===== src/ccd_pkg.sv =====
// Constants for the contactless command decoder.
// Assumes a framer that strips the two check bytes and flags their result.
package ccd_pkg;
    // ------------------------------------------------------------
    // Command bytes
    // ------------------------------------------------------------
    localparam logic [7:0] CMD_POLL = 8'h05;
    localparam logic [7:0] CMD_ATTRIB = 8'h1d;
    localparam logic [7:0] CMD_HALT = 8'h50;
    localparam logic [3:0] MARK_LOW = 4'h5;
    localparam logic [3:0] NIB_ZERO = 4'h0;
    localparam logic [7:0] AFI_ANY = 8'h00;

    // ------------------------------------------------------------
    // Active-state operation codes (low nibble)
    // ------------------------------------------------------------
    localparam logic [3:0] OP_SET_ZONE = 4'h1;
    localparam logic [3:0] OP_RD_USER = 4'h2;
    localparam logic [3:0] OP_WR_USER = 4'h3;
    localparam logic [3:0] OP_WR_SYS = 4'h4;
    localparam logic [3:0] OP_RD_SYS = 4'h6;
    localparam logic [3:0] OP_VERIFY = 4'h8;
    localparam logic [3:0] OP_CHECKSUM = 4'h9;
    localparam logic [3:0] OP_DESELECT = 4'ha;
    localparam logic [3:0] OP_IDLE = 4'hb;
    localparam logic [3:0] OP_CHK_PW = 4'hc;

    // ------------------------------------------------------------
    // Frame layout (bytes before the check bytes)
    // ------------------------------------------------------------
    localparam int FRAME_DEPTH = 9;
    localparam logic [3:0] LEN_POLL = 4'h3;
    localparam logic [3:0] LEN_MARK = 4'h1;
    localparam logic [3:0] LEN_HALT = 4'h5;
    localparam logic [3:0] LEN_ATTRIB = 4'h9;
    localparam int IDX_AFI = 1;
    localparam int IDX_PARAM = 2;
    localparam int IDX_PUPI = 1;
    localparam int IDX_CID = 8;
    localparam int PARAM_SEL_BIT = 3;
    localparam logic [2:0] SLOT_CODE_MAX = 3'h4;

    typedef enum {TAG_IDLE, TAG_READY, TAG_ACTIVE, TAG_HALT} ccd_tag_e;
endpackage


===== src/ccd_slot_rng.sv =====
// Free-running pseudo-random slot picker for the polling slots.
// Assumes the code presented is already checked to be 0..4.
`timescale 1ns/1ps
module ccd_slot_rng #(
    parameter int LFSR_W = 16
) (
    // Clock and reset
    input wire logic clk_sys,
    input wire logic reset,
    // Slot-count code and chosen slot index (0 = first slot)
    input wire logic [2:0] slot_code,
    output logic [3:0] slot_pick
);
    logic [LFSR_W-1:0] lfsr_reg;
    logic [3:0] mask;

    // Taps for a maximal 16-bit sequence; never reaches all zeros
    always_ff @(posedge clk_sys or posedge reset) begin
        if (reset) begin
            lfsr_reg <= {{(LFSR_W-1){1'b0}}, 1'b1};
        end else begin
            lfsr_reg <= {lfsr_reg[LFSR_W-2:0],
                lfsr_reg[15] ^ lfsr_reg[13] ^ lfsr_reg[12] ^ lfsr_reg[10]};
        end
    end

    always_comb begin
        mask = 4'((5'h01 << slot_code) - 5'h01);
        slot_pick = lfsr_reg[3:0] & mask;
    end
endmodule


===== src/ccd_decoder.sv =====
// Command decoder, polling responder and access policy for the tag.
// Assumes a byte framer: rx_valid per byte, then one rx_end pulse with rx_crc_ok.
`timescale 1ns/1ps
module ccd_decoder (
    // Clock and reset
    input wire logic clk_sys,
    input wire logic reset,
    // Received frame from the byte framer
    input wire logic rx_valid,
    input wire logic [7:0] rx_byte,
    input wire logic rx_end,
    input wire logic rx_crc_ok,
    // System-zone content and security state
    input wire logic [7:0] afi_stored,
    input wire logic [31:0] pupi_stored,
    input wire logic personalized,
    input wire logic zone_sec_met,
    input wire logic fuse_blown,
    // Anticollision answers
    output logic atqb_send,
    output logic attrib_ack,
    output logic halt_ack,
    output logic [3:0] cid_out,
    output logic tag_active,
    output logic wakeup_sel,
    output logic [4:0] slot_count,
    // Active-state commands and access
    output logic cmd_strobe,
    output logic [3:0] cmd_op,
    output logic cmd_unsup,
    output logic user_rd_grant,
    output logic user_wr_grant,
    output logic sys_rd_grant,
    output logic sys_wr_grant
);
    // ------------------------------------------------------------
    // Helpers
    // ------------------------------------------------------------
    function automatic logic afi_match(input logic [7:0] rx, input logic [7:0] own);
        if (rx == ccd_pkg::AFI_ANY) begin
            afi_match = 1'b1;
        end else if (rx[3:0] == ccd_pkg::NIB_ZERO) begin
            afi_match = (rx[7:4] == own[7:4]);
        end else begin
            afi_match = (rx == own);
        end
    endfunction

    function automatic logic [4:0] slots_of(input logic [2:0] code);
        slots_of = 5'(5'h01 << code);
    endfunction

    // ------------------------------------------------------------
    // Frame capture
    // ------------------------------------------------------------
    logic [7:0] frame_mem [0:ccd_pkg::FRAME_DEPTH-1];
    logic [3:0] len_reg;
    logic [31:0] rx_pupi;
    logic pupi_ok;

    always_ff @(posedge clk_sys or posedge reset) begin
        if (reset) begin
            len_reg <= 4'h0;
        end else if (rx_end) begin
            len_reg <= 4'h0;
        end else if (rx_valid && len_reg != 4'hf) begin
            len_reg <= len_reg + 4'h1;
        end
    end

    always_ff @(posedge clk_sys) begin
        if (rx_valid && len_reg < 4'(ccd_pkg::FRAME_DEPTH)) begin
            frame_mem[len_reg] <= rx_byte;
        end
    end

    // Identifier from the system zone, sent low byte first
    assign rx_pupi = {frame_mem[ccd_pkg::IDX_PUPI+3], frame_mem[ccd_pkg::IDX_PUPI+2],
                      frame_mem[ccd_pkg::IDX_PUPI+1], frame_mem[ccd_pkg::IDX_PUPI]};
    assign pupi_ok = (rx_pupi == pupi_stored);

    // ------------------------------------------------------------
    // Decode at end of frame
    // ------------------------------------------------------------
    ccd_pkg::ccd_tag_e tag_reg;
    logic [3:0] cid_reg;
    logic [3:0] pick_reg;
    logic [2:0] code_reg;
    logic [3:0] slot_pick;
    logic [7:0] cmd_b;
    logic [7:0] prm_b;
    logic frame_ok;
    logic is_poll;
    logic poll_ok;
    logic is_mark;
    logic mark_ok;
    logic attrib_ok;
    logic halt_ok;
    logic act_hit;
    logic op_known;

    assign cmd_b = frame_mem[0];
    assign prm_b = frame_mem[ccd_pkg::IDX_PARAM];
    // Check bytes are verified by the framer; a bad frame is dropped whole
    assign frame_ok = rx_end && rx_crc_ok;

    always_comb begin
        is_poll = frame_ok && len_reg == ccd_pkg::LEN_POLL && cmd_b == ccd_pkg::CMD_POLL;
        poll_ok = is_poll && prm_b[7:4] == ccd_pkg::NIB_ZERO
            && prm_b[2:0] <= ccd_pkg::SLOT_CODE_MAX
            && afi_match(frame_mem[ccd_pkg::IDX_AFI], afi_stored)
            && tag_reg != ccd_pkg::TAG_ACTIVE
            && (tag_reg != ccd_pkg::TAG_HALT || prm_b[ccd_pkg::PARAM_SEL_BIT]);
        is_mark = frame_ok && len_reg == ccd_pkg::LEN_MARK
            && cmd_b[3:0] == ccd_pkg::MARK_LOW && cmd_b[7:4] != ccd_pkg::NIB_ZERO;
        mark_ok = is_mark && tag_reg == ccd_pkg::TAG_READY
            && code_reg != 3'h0 && cmd_b[7:4] == pick_reg;
        attrib_ok = frame_ok && len_reg == ccd_pkg::LEN_ATTRIB
            && cmd_b == ccd_pkg::CMD_ATTRIB && tag_reg == ccd_pkg::TAG_READY && pupi_ok;
        halt_ok = frame_ok && len_reg >= ccd_pkg::LEN_HALT && cmd_b == ccd_pkg::CMD_HALT
            && tag_reg == ccd_pkg::TAG_READY && pupi_ok;
        act_hit = frame_ok && tag_reg == ccd_pkg::TAG_ACTIVE
            && cmd_b[7:4] == cid_reg;
        case (cmd_b[3:0])
            ccd_pkg::OP_SET_ZONE, ccd_pkg::OP_RD_USER, ccd_pkg::OP_WR_USER,
            ccd_pkg::OP_WR_SYS, ccd_pkg::OP_RD_SYS, ccd_pkg::OP_VERIFY,
            ccd_pkg::OP_CHECKSUM, ccd_pkg::OP_DESELECT, ccd_pkg::OP_IDLE,
            ccd_pkg::OP_CHK_PW: op_known = 1'b1;
            default: op_known = 1'b0;
        endcase
    end

    ccd_slot_rng #(.LFSR_W(16)) u_rng (
        .clk_sys(clk_sys),
        .reset(reset),
        .slot_code(prm_b[2:0]),
        .slot_pick(slot_pick)
    );

    // ------------------------------------------------------------
    // Tag state
    // ------------------------------------------------------------
    always_ff @(posedge clk_sys or posedge reset) begin
        if (reset) begin
            tag_reg <= ccd_pkg::TAG_IDLE;
            cid_reg <= 4'h0;
            pick_reg <= 4'h0;
            code_reg <= 3'h0;
        end else begin
            case (tag_reg)
                ccd_pkg::TAG_IDLE, ccd_pkg::TAG_HALT, ccd_pkg::TAG_READY: begin
                    if (poll_ok) begin
                        tag_reg <= ccd_pkg::TAG_READY;
                        pick_reg <= slot_pick;
                        code_reg <= prm_b[2:0];
                    end else if (attrib_ok) begin
                        tag_reg <= ccd_pkg::TAG_ACTIVE;
                        cid_reg <= frame_mem[ccd_pkg::IDX_CID][7:4];
                    end else if (halt_ok) begin
                        tag_reg <= ccd_pkg::TAG_HALT;
                    end
                end
                ccd_pkg::TAG_ACTIVE: begin
                    if (act_hit && cmd_b[3:0] == ccd_pkg::OP_DESELECT) begin
                        tag_reg <= ccd_pkg::TAG_HALT;
                    end else if (act_hit && cmd_b[3:0] == ccd_pkg::OP_IDLE) begin
                        tag_reg <= ccd_pkg::TAG_IDLE;
                    end
                end
                default: tag_reg <= ccd_pkg::TAG_IDLE;
            endcase
        end
    end

    // ------------------------------------------------------------
    // Answers
    // ------------------------------------------------------------
    always_ff @(posedge clk_sys or posedge reset) begin
        if (reset) begin
            atqb_send <= 1'b0;
            attrib_ack <= 1'b0;
            halt_ack <= 1'b0;
            wakeup_sel <= 1'b0;
            slot_count <= 5'h01;
        end else begin
            // First slot answers at once; later slots wait for their marker
            atqb_send <= (poll_ok && slot_pick == 4'h0) || mark_ok;
            attrib_ack <= attrib_ok;
            halt_ack <= halt_ok;
            if (is_poll) begin
                wakeup_sel <= prm_b[ccd_pkg::PARAM_SEL_BIT];
                slot_count <= slots_of(prm_b[2:0]);
            end
        end
    end

    always_ff @(posedge clk_sys or posedge reset) begin
        if (reset) begin
            tag_active <= 1'b0;
            cid_out <= 4'h0;
        end else begin
            tag_active <= (tag_reg == ccd_pkg::TAG_ACTIVE);
            cid_out <= cid_reg;
        end
    end

    // ------------------------------------------------------------
    // Active commands and access policy
    // ------------------------------------------------------------
    logic zone_open;
    // Policy is fixed logic; only fuses and zone security feed it
    assign zone_open = !personalized || zone_sec_met;

    always_ff @(posedge clk_sys or posedge reset) begin
        if (reset) begin
            cmd_strobe <= 1'b0;
            cmd_op <= 4'h0;
            cmd_unsup <= 1'b0;
            user_rd_grant <= 1'b0;
            user_wr_grant <= 1'b0;
            sys_rd_grant <= 1'b0;
            sys_wr_grant <= 1'b0;
        end else begin
            cmd_strobe <= act_hit && op_known;
            cmd_unsup <= act_hit && !op_known;
            if (act_hit) begin
                cmd_op <= cmd_b[3:0];
            end
            user_rd_grant <= act_hit && cmd_b[3:0] == ccd_pkg::OP_RD_USER
                && zone_open;
            user_wr_grant <= act_hit && cmd_b[3:0] == ccd_pkg::OP_WR_USER
                && zone_open;
            sys_rd_grant <= act_hit && cmd_b[3:0] == ccd_pkg::OP_RD_SYS;
            sys_wr_grant <= act_hit && cmd_b[3:0] == ccd_pkg::OP_WR_SYS
                && !fuse_blown;
        end
    end
endmodule


===== config.mk =====
export PLATFORM = sky130hd
export DESIGN_NAME = ccd_decoder
export DESIGN_NICKNAME = d
export VERILOG_FILES = /design/src/ccd_pkg.sv /design/src/ccd_slot_rng.sv /design/src/ccd_decoder.sv
export SDC_FILE = /design/constraint.sdc
export NUM_CORES = 1
export LEC_CHECK = 0
export BUFFER_PORTS_ARGS = -buffer_cell sky130_fd_sc_hd__clkbuf_2
export CELL_PAD_IN_SITES_DETAIL_PLACEMENT = 1
export CELL_PAD_IN_SITES_GLOBAL_PLACEMENT = 2
export CORE_MARGIN = 2
export CORE_UTILIZATION = 37
export DETAILED_ROUTE_END_ITERATION = 16
export HOLD_SLACK_MARGIN = 0.15
export PLACE_DENSITY_LB_ADDON = 0.05
export SETUP_SLACK_MARGIN = 0.1
export SLEW_MARGIN = 20
export SYNTH_ARGS = -nofsm -noshare
export SYNTH_HDL_FRONTEND = slang
export SYNTH_SLANG_ARGS = --single-unit

===== constraint.sdc =====
create_clock -name clk_sys -period 2.69 [get_ports clk_sys]
set_input_delay 0.1345 -clock clk_sys [delete_from_list [all_inputs] [get_ports clk_sys]]
set_output_delay 0.1345 -clock clk_sys [all_outputs]
set_load 0.005 [all_outputs]

==> results of run 1 <==
==> cells in the mapped netlist (2+ instances only) <==
library cell	n	area [um^2]
sky130_fd_sc_hd__a21oi_1	6	30.03
sky130_fd_sc_hd__and3_1	4	25.02
sky130_fd_sc_hd__and4b_1	2	20.02
sky130_fd_sc_hd__buf_2	4	20.02
sky130_fd_sc_hd__clkbuf_1	3	11.26
sky130_fd_sc_hd__dfrtp_1	55	1376
sky130_fd_sc_hd__dfstp_2	2	52.55
sky130_fd_sc_hd__edfxtp_1	44	1321
sky130_fd_sc_hd__ha_1	4	50.05
sky130_fd_sc_hd__inv_1	5	18.77
sky130_fd_sc_hd__nand2_1	59	221.5
sky130_fd_sc_hd__nand2b_1	4	25.02
sky130_fd_sc_hd__nand3_1	9	45.04
sky130_fd_sc_hd__nand4_1	10	62.56
sky130_fd_sc_hd__nor2_1	17	63.81
sky130_fd_sc_hd__nor2b_1	4	25.02
sky130_fd_sc_hd__nor3_1	6	30.03
sky130_fd_sc_hd__nor4_1	11	68.82
sky130_fd_sc_hd__nor4_4	2	42.54
sky130_fd_sc_hd__nor4b_1	3	26.28
sky130_fd_sc_hd__o21ai_0	4	20.02
sky130_fd_sc_hd__o21ai_1	3	15.01
sky130_fd_sc_hd__or3_1	2	12.51
sky130_fd_sc_hd__or4_1	2	15.01
sky130_fd_sc_hd__or4_4	2	22.52
sky130_fd_sc_hd__xnor2_1	26	227.7
sky130_fd_sc_hd__xor2_1	27	236.5
==> per-layer routing <==
layer  track usage (%)  up-vias  share of wire [%]
li1                  -     1389                  -
met1             23.07     1441                 46
met2             29.55       53                 49
met3             6.178       10                3.6
met4             4.280        0                1.2
met5                 0        -                  0
==> kinds of logic (layout without fill, tap and decap cells) <==
logic type / count (synthesis) / in the layout / share of synthesized area, %
flip-flops: 101 / 101 / 64.72
adder cells (fa/ha/maj): 4 / 4 / 1.178
AND/OR/NAND/NOR: 147 / 147 / 18.93
AO/OA/AOI/OAI: 20 / 20 / 2.886
buffers and inverters: 13 / 121 / 1.355
XOR/XNOR: 53 / 53 / 10.92
==> worst max path at each step <==
stage | startpoint | cells past startpoint | slack (ps) | endpoint
detailed placement | frame_mem[2][1] | 6 | 290 | cid_reg[0]
global route | frame_mem[0][5] | 7 | 120 | user_wr_grant
CTS | tag_reg[1] | 7 | 200 | user_wr_grant
floorplan | frame_mem[0][7] | 6 | 700 | cid_reg[0]
global placement | frame_mem[2][1] | 6 | 330 | cid_reg[3]
finish | frame_mem[0][4] | 7 | 290 | user_wr_grant
==> repair_timing <==
action | 4_1_cts | 5_1_grt
setup endpoints to repair | 0 | 2
resized for setup | 0 | 4
hold endpoints to repair | 102 | 0
hold buffers | 14 | 0
==> report_power, final <==
group	internal [mW]	leakage [nW]	total, mW	switching (mW)
registers	1.64	1.19	1.67	0.0347
logic	0.0914	1.06	0.198	0.107
clock network	0.728	0.139	1.30	0.575
total	2.46	2.38	3.18	0.717
==> through the flow <==
stage | hold WS [ps] | cell area, um^2 | std cells
after floorplan | 197.6 | 4249 | 338
after global placement | 302.7 | 4837 | 559
after detailed placement | 282.9 | 4840 | 559
after CTS | 194.0 | 5274 | 589
after global routing | 255.2 | 5281 | 589
final | 202.0 | 5281 | 589
==> cell type report <==
type                            count  area (um^2)  share of cell area, %
Clock buffer                       11        234.0                  4.430
Clock inverter                      5        60.06                  1.137
Inverter                            5        21.27                 0.4027
Multi-Input combinational cell    224         1448                  27.41
Sequential cell                   101         2751                  52.10
Tap cell                          143        178.9                  3.388
Timing Repair Buffer              100        588.1                  11.13
==> worst max-delay path, delay by kind of cell, from the launching register on <==
kind | cells | cell delay, ps
buf+inv | 1 | 570
simple gates | 4 | 770
xor+xnor | 1 | 190
flops | 1 | 520
compound gates | 1 | 280
==> flow_metrics.tcl, run 1 <==
set metrics [dict create \
    final_core_utilization_pct 46.65 \
    route.detailed.wl_per_inst_um 17.68 \
    startpoint_to_endpoint_class_of_the_critical_path "flop to flop" \
    path_max_fanout 5 \
    hold_path_startpoint "rx_valid" \
    die_height_um 111.2 \
    insertion_delay_ps 360 \
    hold-path-endpoint "len_reg[2]" \
    critical_path.endpoint_type "flop" \
    setup_slack_ps 290.0 \
    largest_register_ffs 44 \
    finalWirelength_um 10420 \
    timing.rr.start "frame_mem[0][4]" \
    ctsRootBufferMaster "sky130_fd_sc_hd__clkbuf_16" \
    final_min_period_over_clock_period_pct 89.22 \
    startpoint_type "flop" \
    post-route-drc-count 0 \
    globalRouteTotalUtil_pct 18.00 \
    drive_above_1_share_pct 26.01 \
    synth_edf_count 44 \
    finClkSkew_ps 9.550 \
    worst_setup_hold_path_clk_slew_ps 70 \
    post_cts_setup_driven_buffer_insertion_count 0 \
    max-slew-margin-rel_pct 54.58 \
    ant_nets 0 \
    reg2regPathDepth 7 \
    tightestPinTransition_ps 681.3 \
    boundaryPins 80 \
    cts.path.max_buffers 2 \
    die_w_um 111.2 \
    max_vdd_drop_uv 597.6 \
    detailedPlace.worstSlack_ps 291.8 \
    count_of_unique_library_cells_instantiated_by_yosys 45 \
    ys_seq_elements 101 \
    drv.max_cap_violation_count 0 \
    diodes 0 \
    initial_core_util_pct 37.53 \
    gp_congestion 0.7678 \
    antenna_found_initial 0 \
    drt_pre_antenna_iters 4 \
    ys_async_sr_fraction_pct 56.44 \
    crit_path_cell_trace "xor2_1 -> nor2_1 -> and4_2 -> nand2_1 -> a211o_1 -> dlygate4sd3_1 -> nor3b_1" \
    postSynthAreaPerCell_um2 12.57 \
    numCtsBuffers 9 \
    grt_overflow_total 0 \
    synthesis.instances 338 \
    worstPathRequired_ps 2960 \
    drt_first_iter_violations 95 \
    design_power_total_mw 3.176 \
    final-setup-viol-count 0 \
    dpl_hpwl_um 7743 \
    core_footprint_mm2 0.01132 \
    cellLeakagePower_nw 2.384 \
    synth_fp_nets 398 \
    slew_violations 0 \
    fin_nets 501 \
    p_per_area_mw_per_mm2 601.4 \
    min-delay-path-class "input port to flop" \
    yosys_warnings 0 \
    route.vias.total 2893 \
    clock_tree.htree_level_count 3 \
    report.final.hold_viol_count 0 \
    clock_sink_count 101 \
    mostFrequentLayoutCell "sky130_fd_sc_hd__clkbuf_2" \
    fp-row-count 39 \
    ff2ff_setup_slack_ps 290 \
    grt_setup_unrepaired "false" \
    grt_pass1_vias 3167 \
    slowest_delay_ps 570 \
    drt-vias-per-instance 4.912 \
    buffer_ports.inserted 79 \
    layout_min_cycle_time_ps 2400 \
    cp_slowest_cell "sky130_fd_sc_hd__dlygate4sd3_1" \
    cp_data_arrival_time_ps 2670 \
    fillCellCount 1218 \
    global_route_wire_length_before_repair_um 16910 \
    syn_area_mm2 0.004249 \
    synth-seq-area-share_pct 64.72 \
    tns_ps 0 \
    maxClockFrequency_mhz 416.7 \
    run_status "finished, final reports clean" \
    tritoncts "built" \
    timing.rr.end "user_wr_grant" \
    design.die.area_mm2 0.01236 \
    area_growth_syn_to_layout_pct 24.29 \
    mostFrequentLayoutCells "sky130_fd_sc_hd__clkbuf_2, sky130_fd_sc_hd__nand2_1, sky130_fd_sc_hd__dfrtp_1" \
    min_path_cells 3 \
    ys_dominant_reg_cell "sky130_fd_sc_hd__dfrtp_1" \
    maximum_number_of_pins_on_one_net_before_global_route_repair 55 \
]
Note: power is estimated with default switching activity, not from simulation.
==> run 2: changes to the inputs <==
- CORE_MARGIN: 2 -> 4
==> run 2 against run 1 <==
Effect of this change:
- hold slack improved by 70 ps
- setup slack got worse by 58 ps
- global-route usage decreased by 0.85 points
- clock power about the same
- largest cell class unchanged
- critical path depth unchanged
- register-to-register slack got worse by 60 ps
- power increased by 0.60%
- first-iteration DRC count increased by 27%
- clock-buffer cell count decreased by 1
- final cell count decreased by 0.34%
==> flow_metrics.tcl, run 2 (synthesized netlist as in run 1, its figures left out) <==
set metrics [dict create \
    run_status "finished, final reports clean" \
    path_max_fanout 5 \
    power.clock.fraction_pct 41.2 \
    seq_power_share_pct 52.5 \
    initial_core_util_pct 38.52 \
    cp_top_family "simple AND/OR/NAND/NOR gates" \
    crit_path_cell_trace "xor2_1 -> nor2_1 -> and4_2 -> nand2_1 -> a211o_1 -> dlygate4sd3_1 -> nor3b_1" \
    drt-vias-per-instance 4.918 \
    clock_tree.htree_level_count 3 \
    global_route_wire_length_before_repair_um 17130 \
    tritoncts "built" \
    worstPathRequired_ps 2940 \
    final-setup-viol-count 0 \
    slowest_delay_ps 570 \
    maxClockFrequency_mhz 406.8 \
    globalRouteTotalUtil_pct 17.15 \
    tns_ps 0 \
    cell_internal_pwr_mw 2.484 \
    cp_data_arrival_time_ps 2700 \
    ff2ff_setup_slack_ps 230 \
    grt_overflow_total 0 \
    critical_path.endpoint_type "flop" \
    post-route-drc-count 0 \
    antenna_found_initial 0 \
    route.vias.total 2887 \
    cellLeakagePower_nw 2.397 \
    reg2regPathDepth 7 \
    max-slew-margin-rel_pct 58.61 \
    cp_slowest_cell "sky130_fd_sc_hd__dlygate4sd3_1" \
    largest_register_ffs 44 \
    min-delay-path-class "input port to flop" \
    netSwitchingFraction_pct 22.25 \
    grt_pass1_vias 3214 \
    mostFrequentLayoutCell "sky130_fd_sc_hd__clkbuf_2" \
    area_growth_syn_to_layout_pct 24.73 \
    slew_violations 0 \
    power.net_switching_mw 0.7109 \
    max_vdd_drop_uv 365.2 \
    insertion_delay_ps 340 \
    startpoint_type "flop" \
    worstSetupPathDepth 7 \
    drv.max_cap_violation_count 0 \
    timing.rr.start "frame_mem[0][5]" \
    design.die.area_mm2 0.01326 \
    dpl_hpwl_um 8132 \
    ant_nets 0 \
    maximum_number_of_pins_on_one_net_before_global_route_repair 29 \
    multiInputGateArea_mm2 0.001451 \
    clock_sink_count 101 \
    finalWirelength_um 10650 \
    buffer_ports.inserted 79 \
    startpoint_to_endpoint_class_of_the_critical_path "flop to flop" \
    ctsRootBufferMaster "sky130_fd_sc_hd__clkbuf_16" \
    fillCellCount 1193 \
    timing.rr.end "user_wr_grant" \
    finClkSkew_ps 7.368 \
    gp_congestion 0.8150 \
    drive_above_1_share_pct 26.40 \
    diodes 0 \
    final_min_period_over_clock_period_pct 91.38 \
    tightestPinTransition_ps 618.6 \
    drt_first_iter_violations 121 \
    cts.path.max_buffers 2 \
    layout_min_cycle_time_ps 2458 \
    die_height_um 115.2 \
    grt_setup_unrepaired "true" \
    fin_nets 502 \
    worst_setup_path_startpoint "frame_mem[0][5]" \
    report.final.hold_viol_count 0 \
    regArea_mm2 0.002751 \
    route.detailed.wl_per_inst_um 18.14 \
    cp_num_buf_inv 1 \
    core_footprint_mm2 0.01103 \
    numCtsBuffers 9 \
    drt_pre_antenna_iters 4 \
    comb_power_share_pct 6.3 \
    die_w_um 115.2 \
    mostFrequentLayoutCells "sky130_fd_sc_hd__clkbuf_2, sky130_fd_sc_hd__nand2_1, sky130_fd_sc_hd__dfrtp_1" \
    worst_setup_hold_path_clk_slew_ps 70 \
    fp-row-count 38 \
    boundaryPins 80 \
    p_per_area_mw_per_mm2 602.8 \
    critical_path_end "user_wr_grant" \
    design_power_total_mw 3.195 \
]
-- run 2: timing repair --
item,in CTS,in global routing
endpoints found under the setup margin,0,5
hold endpoints to repair,75,0
setup buffers,0,0
resized for setup,0,4
hold buffers,14,0
-- run 2: worst min-delay path by stage --
stage                          from            end  slack (ps)  cells past startpoint
global route        pupi_stored[21]       halt_ack         300                      5
floorplan                    rx_end     len_reg[1]         200                      1
CTS                 pupi_stored[12]     attrib_ack         260                      5
global placement              reset  user_wr_grant         200                      2
detailed placement            reset  user_wr_grant         210                      2
finish              pupi_stored[12]     attrib_ack         270                      5
-- run 2: per-layer routing --
layer  vias up  GRT usage (%)  wire (um)
met5         -              0          0
met4         0          4.538        154
met3        12          4.316        486
li1       1396              -          -
met2        73          28.32       5219
met1      1406          22.66       4788
-- run 2: worst min-delay path, stage by stage --
cell and delay (ps):
sky130_fd_sc_hd__clkbuf_2 90, sky130_fd_sc_hd__xnor2_1 60, sky130_fd_sc_hd__nand4_1 80, sky130_fd_sc_hd__or4_4 160
sky130_fd_sc_hd__nor4_4 60
-- run 2: area by class of cell --
type / instances / share of cell area (%)
Multi-Input combinational cell: 224 / 27.38
Inverter: 5 / 0.3541
Tap cell: 140 / 3.305
Clock buffer: 10 / 4.509
Clock inverter: 6 / 1.298
Timing Repair Buffer: 101 / 11.24
Sequential cell: 101 / 51.91
-- run 2: power groups by stage --
stage	clock [mW]	sequential, mW	combinational, mW
floorplan	0	1.69	0.105
global placement	0	1.71	0.185
detailed placement	0	1.71	0.189
CTS	1.36	1.68	0.205
global route	1.41	1.68	0.225
finish	1.32	1.68	0.200
-- run 2: through the flow --
stage               setup WS, ps  cell area [um^2]  util, %  std cells  hold slack, ps
finish                     231.9              5300    48.05        587           272.3
global route               70.40              5300    48.05        587           298.5
CTS                        124.8              5289    47.95        587           263.6
detailed placement         220.7              4841    43.89        557           208.4
global placement           215.1              4841    43.89        557           199.5
floorplan                  696.4              4249        -        338           197.6
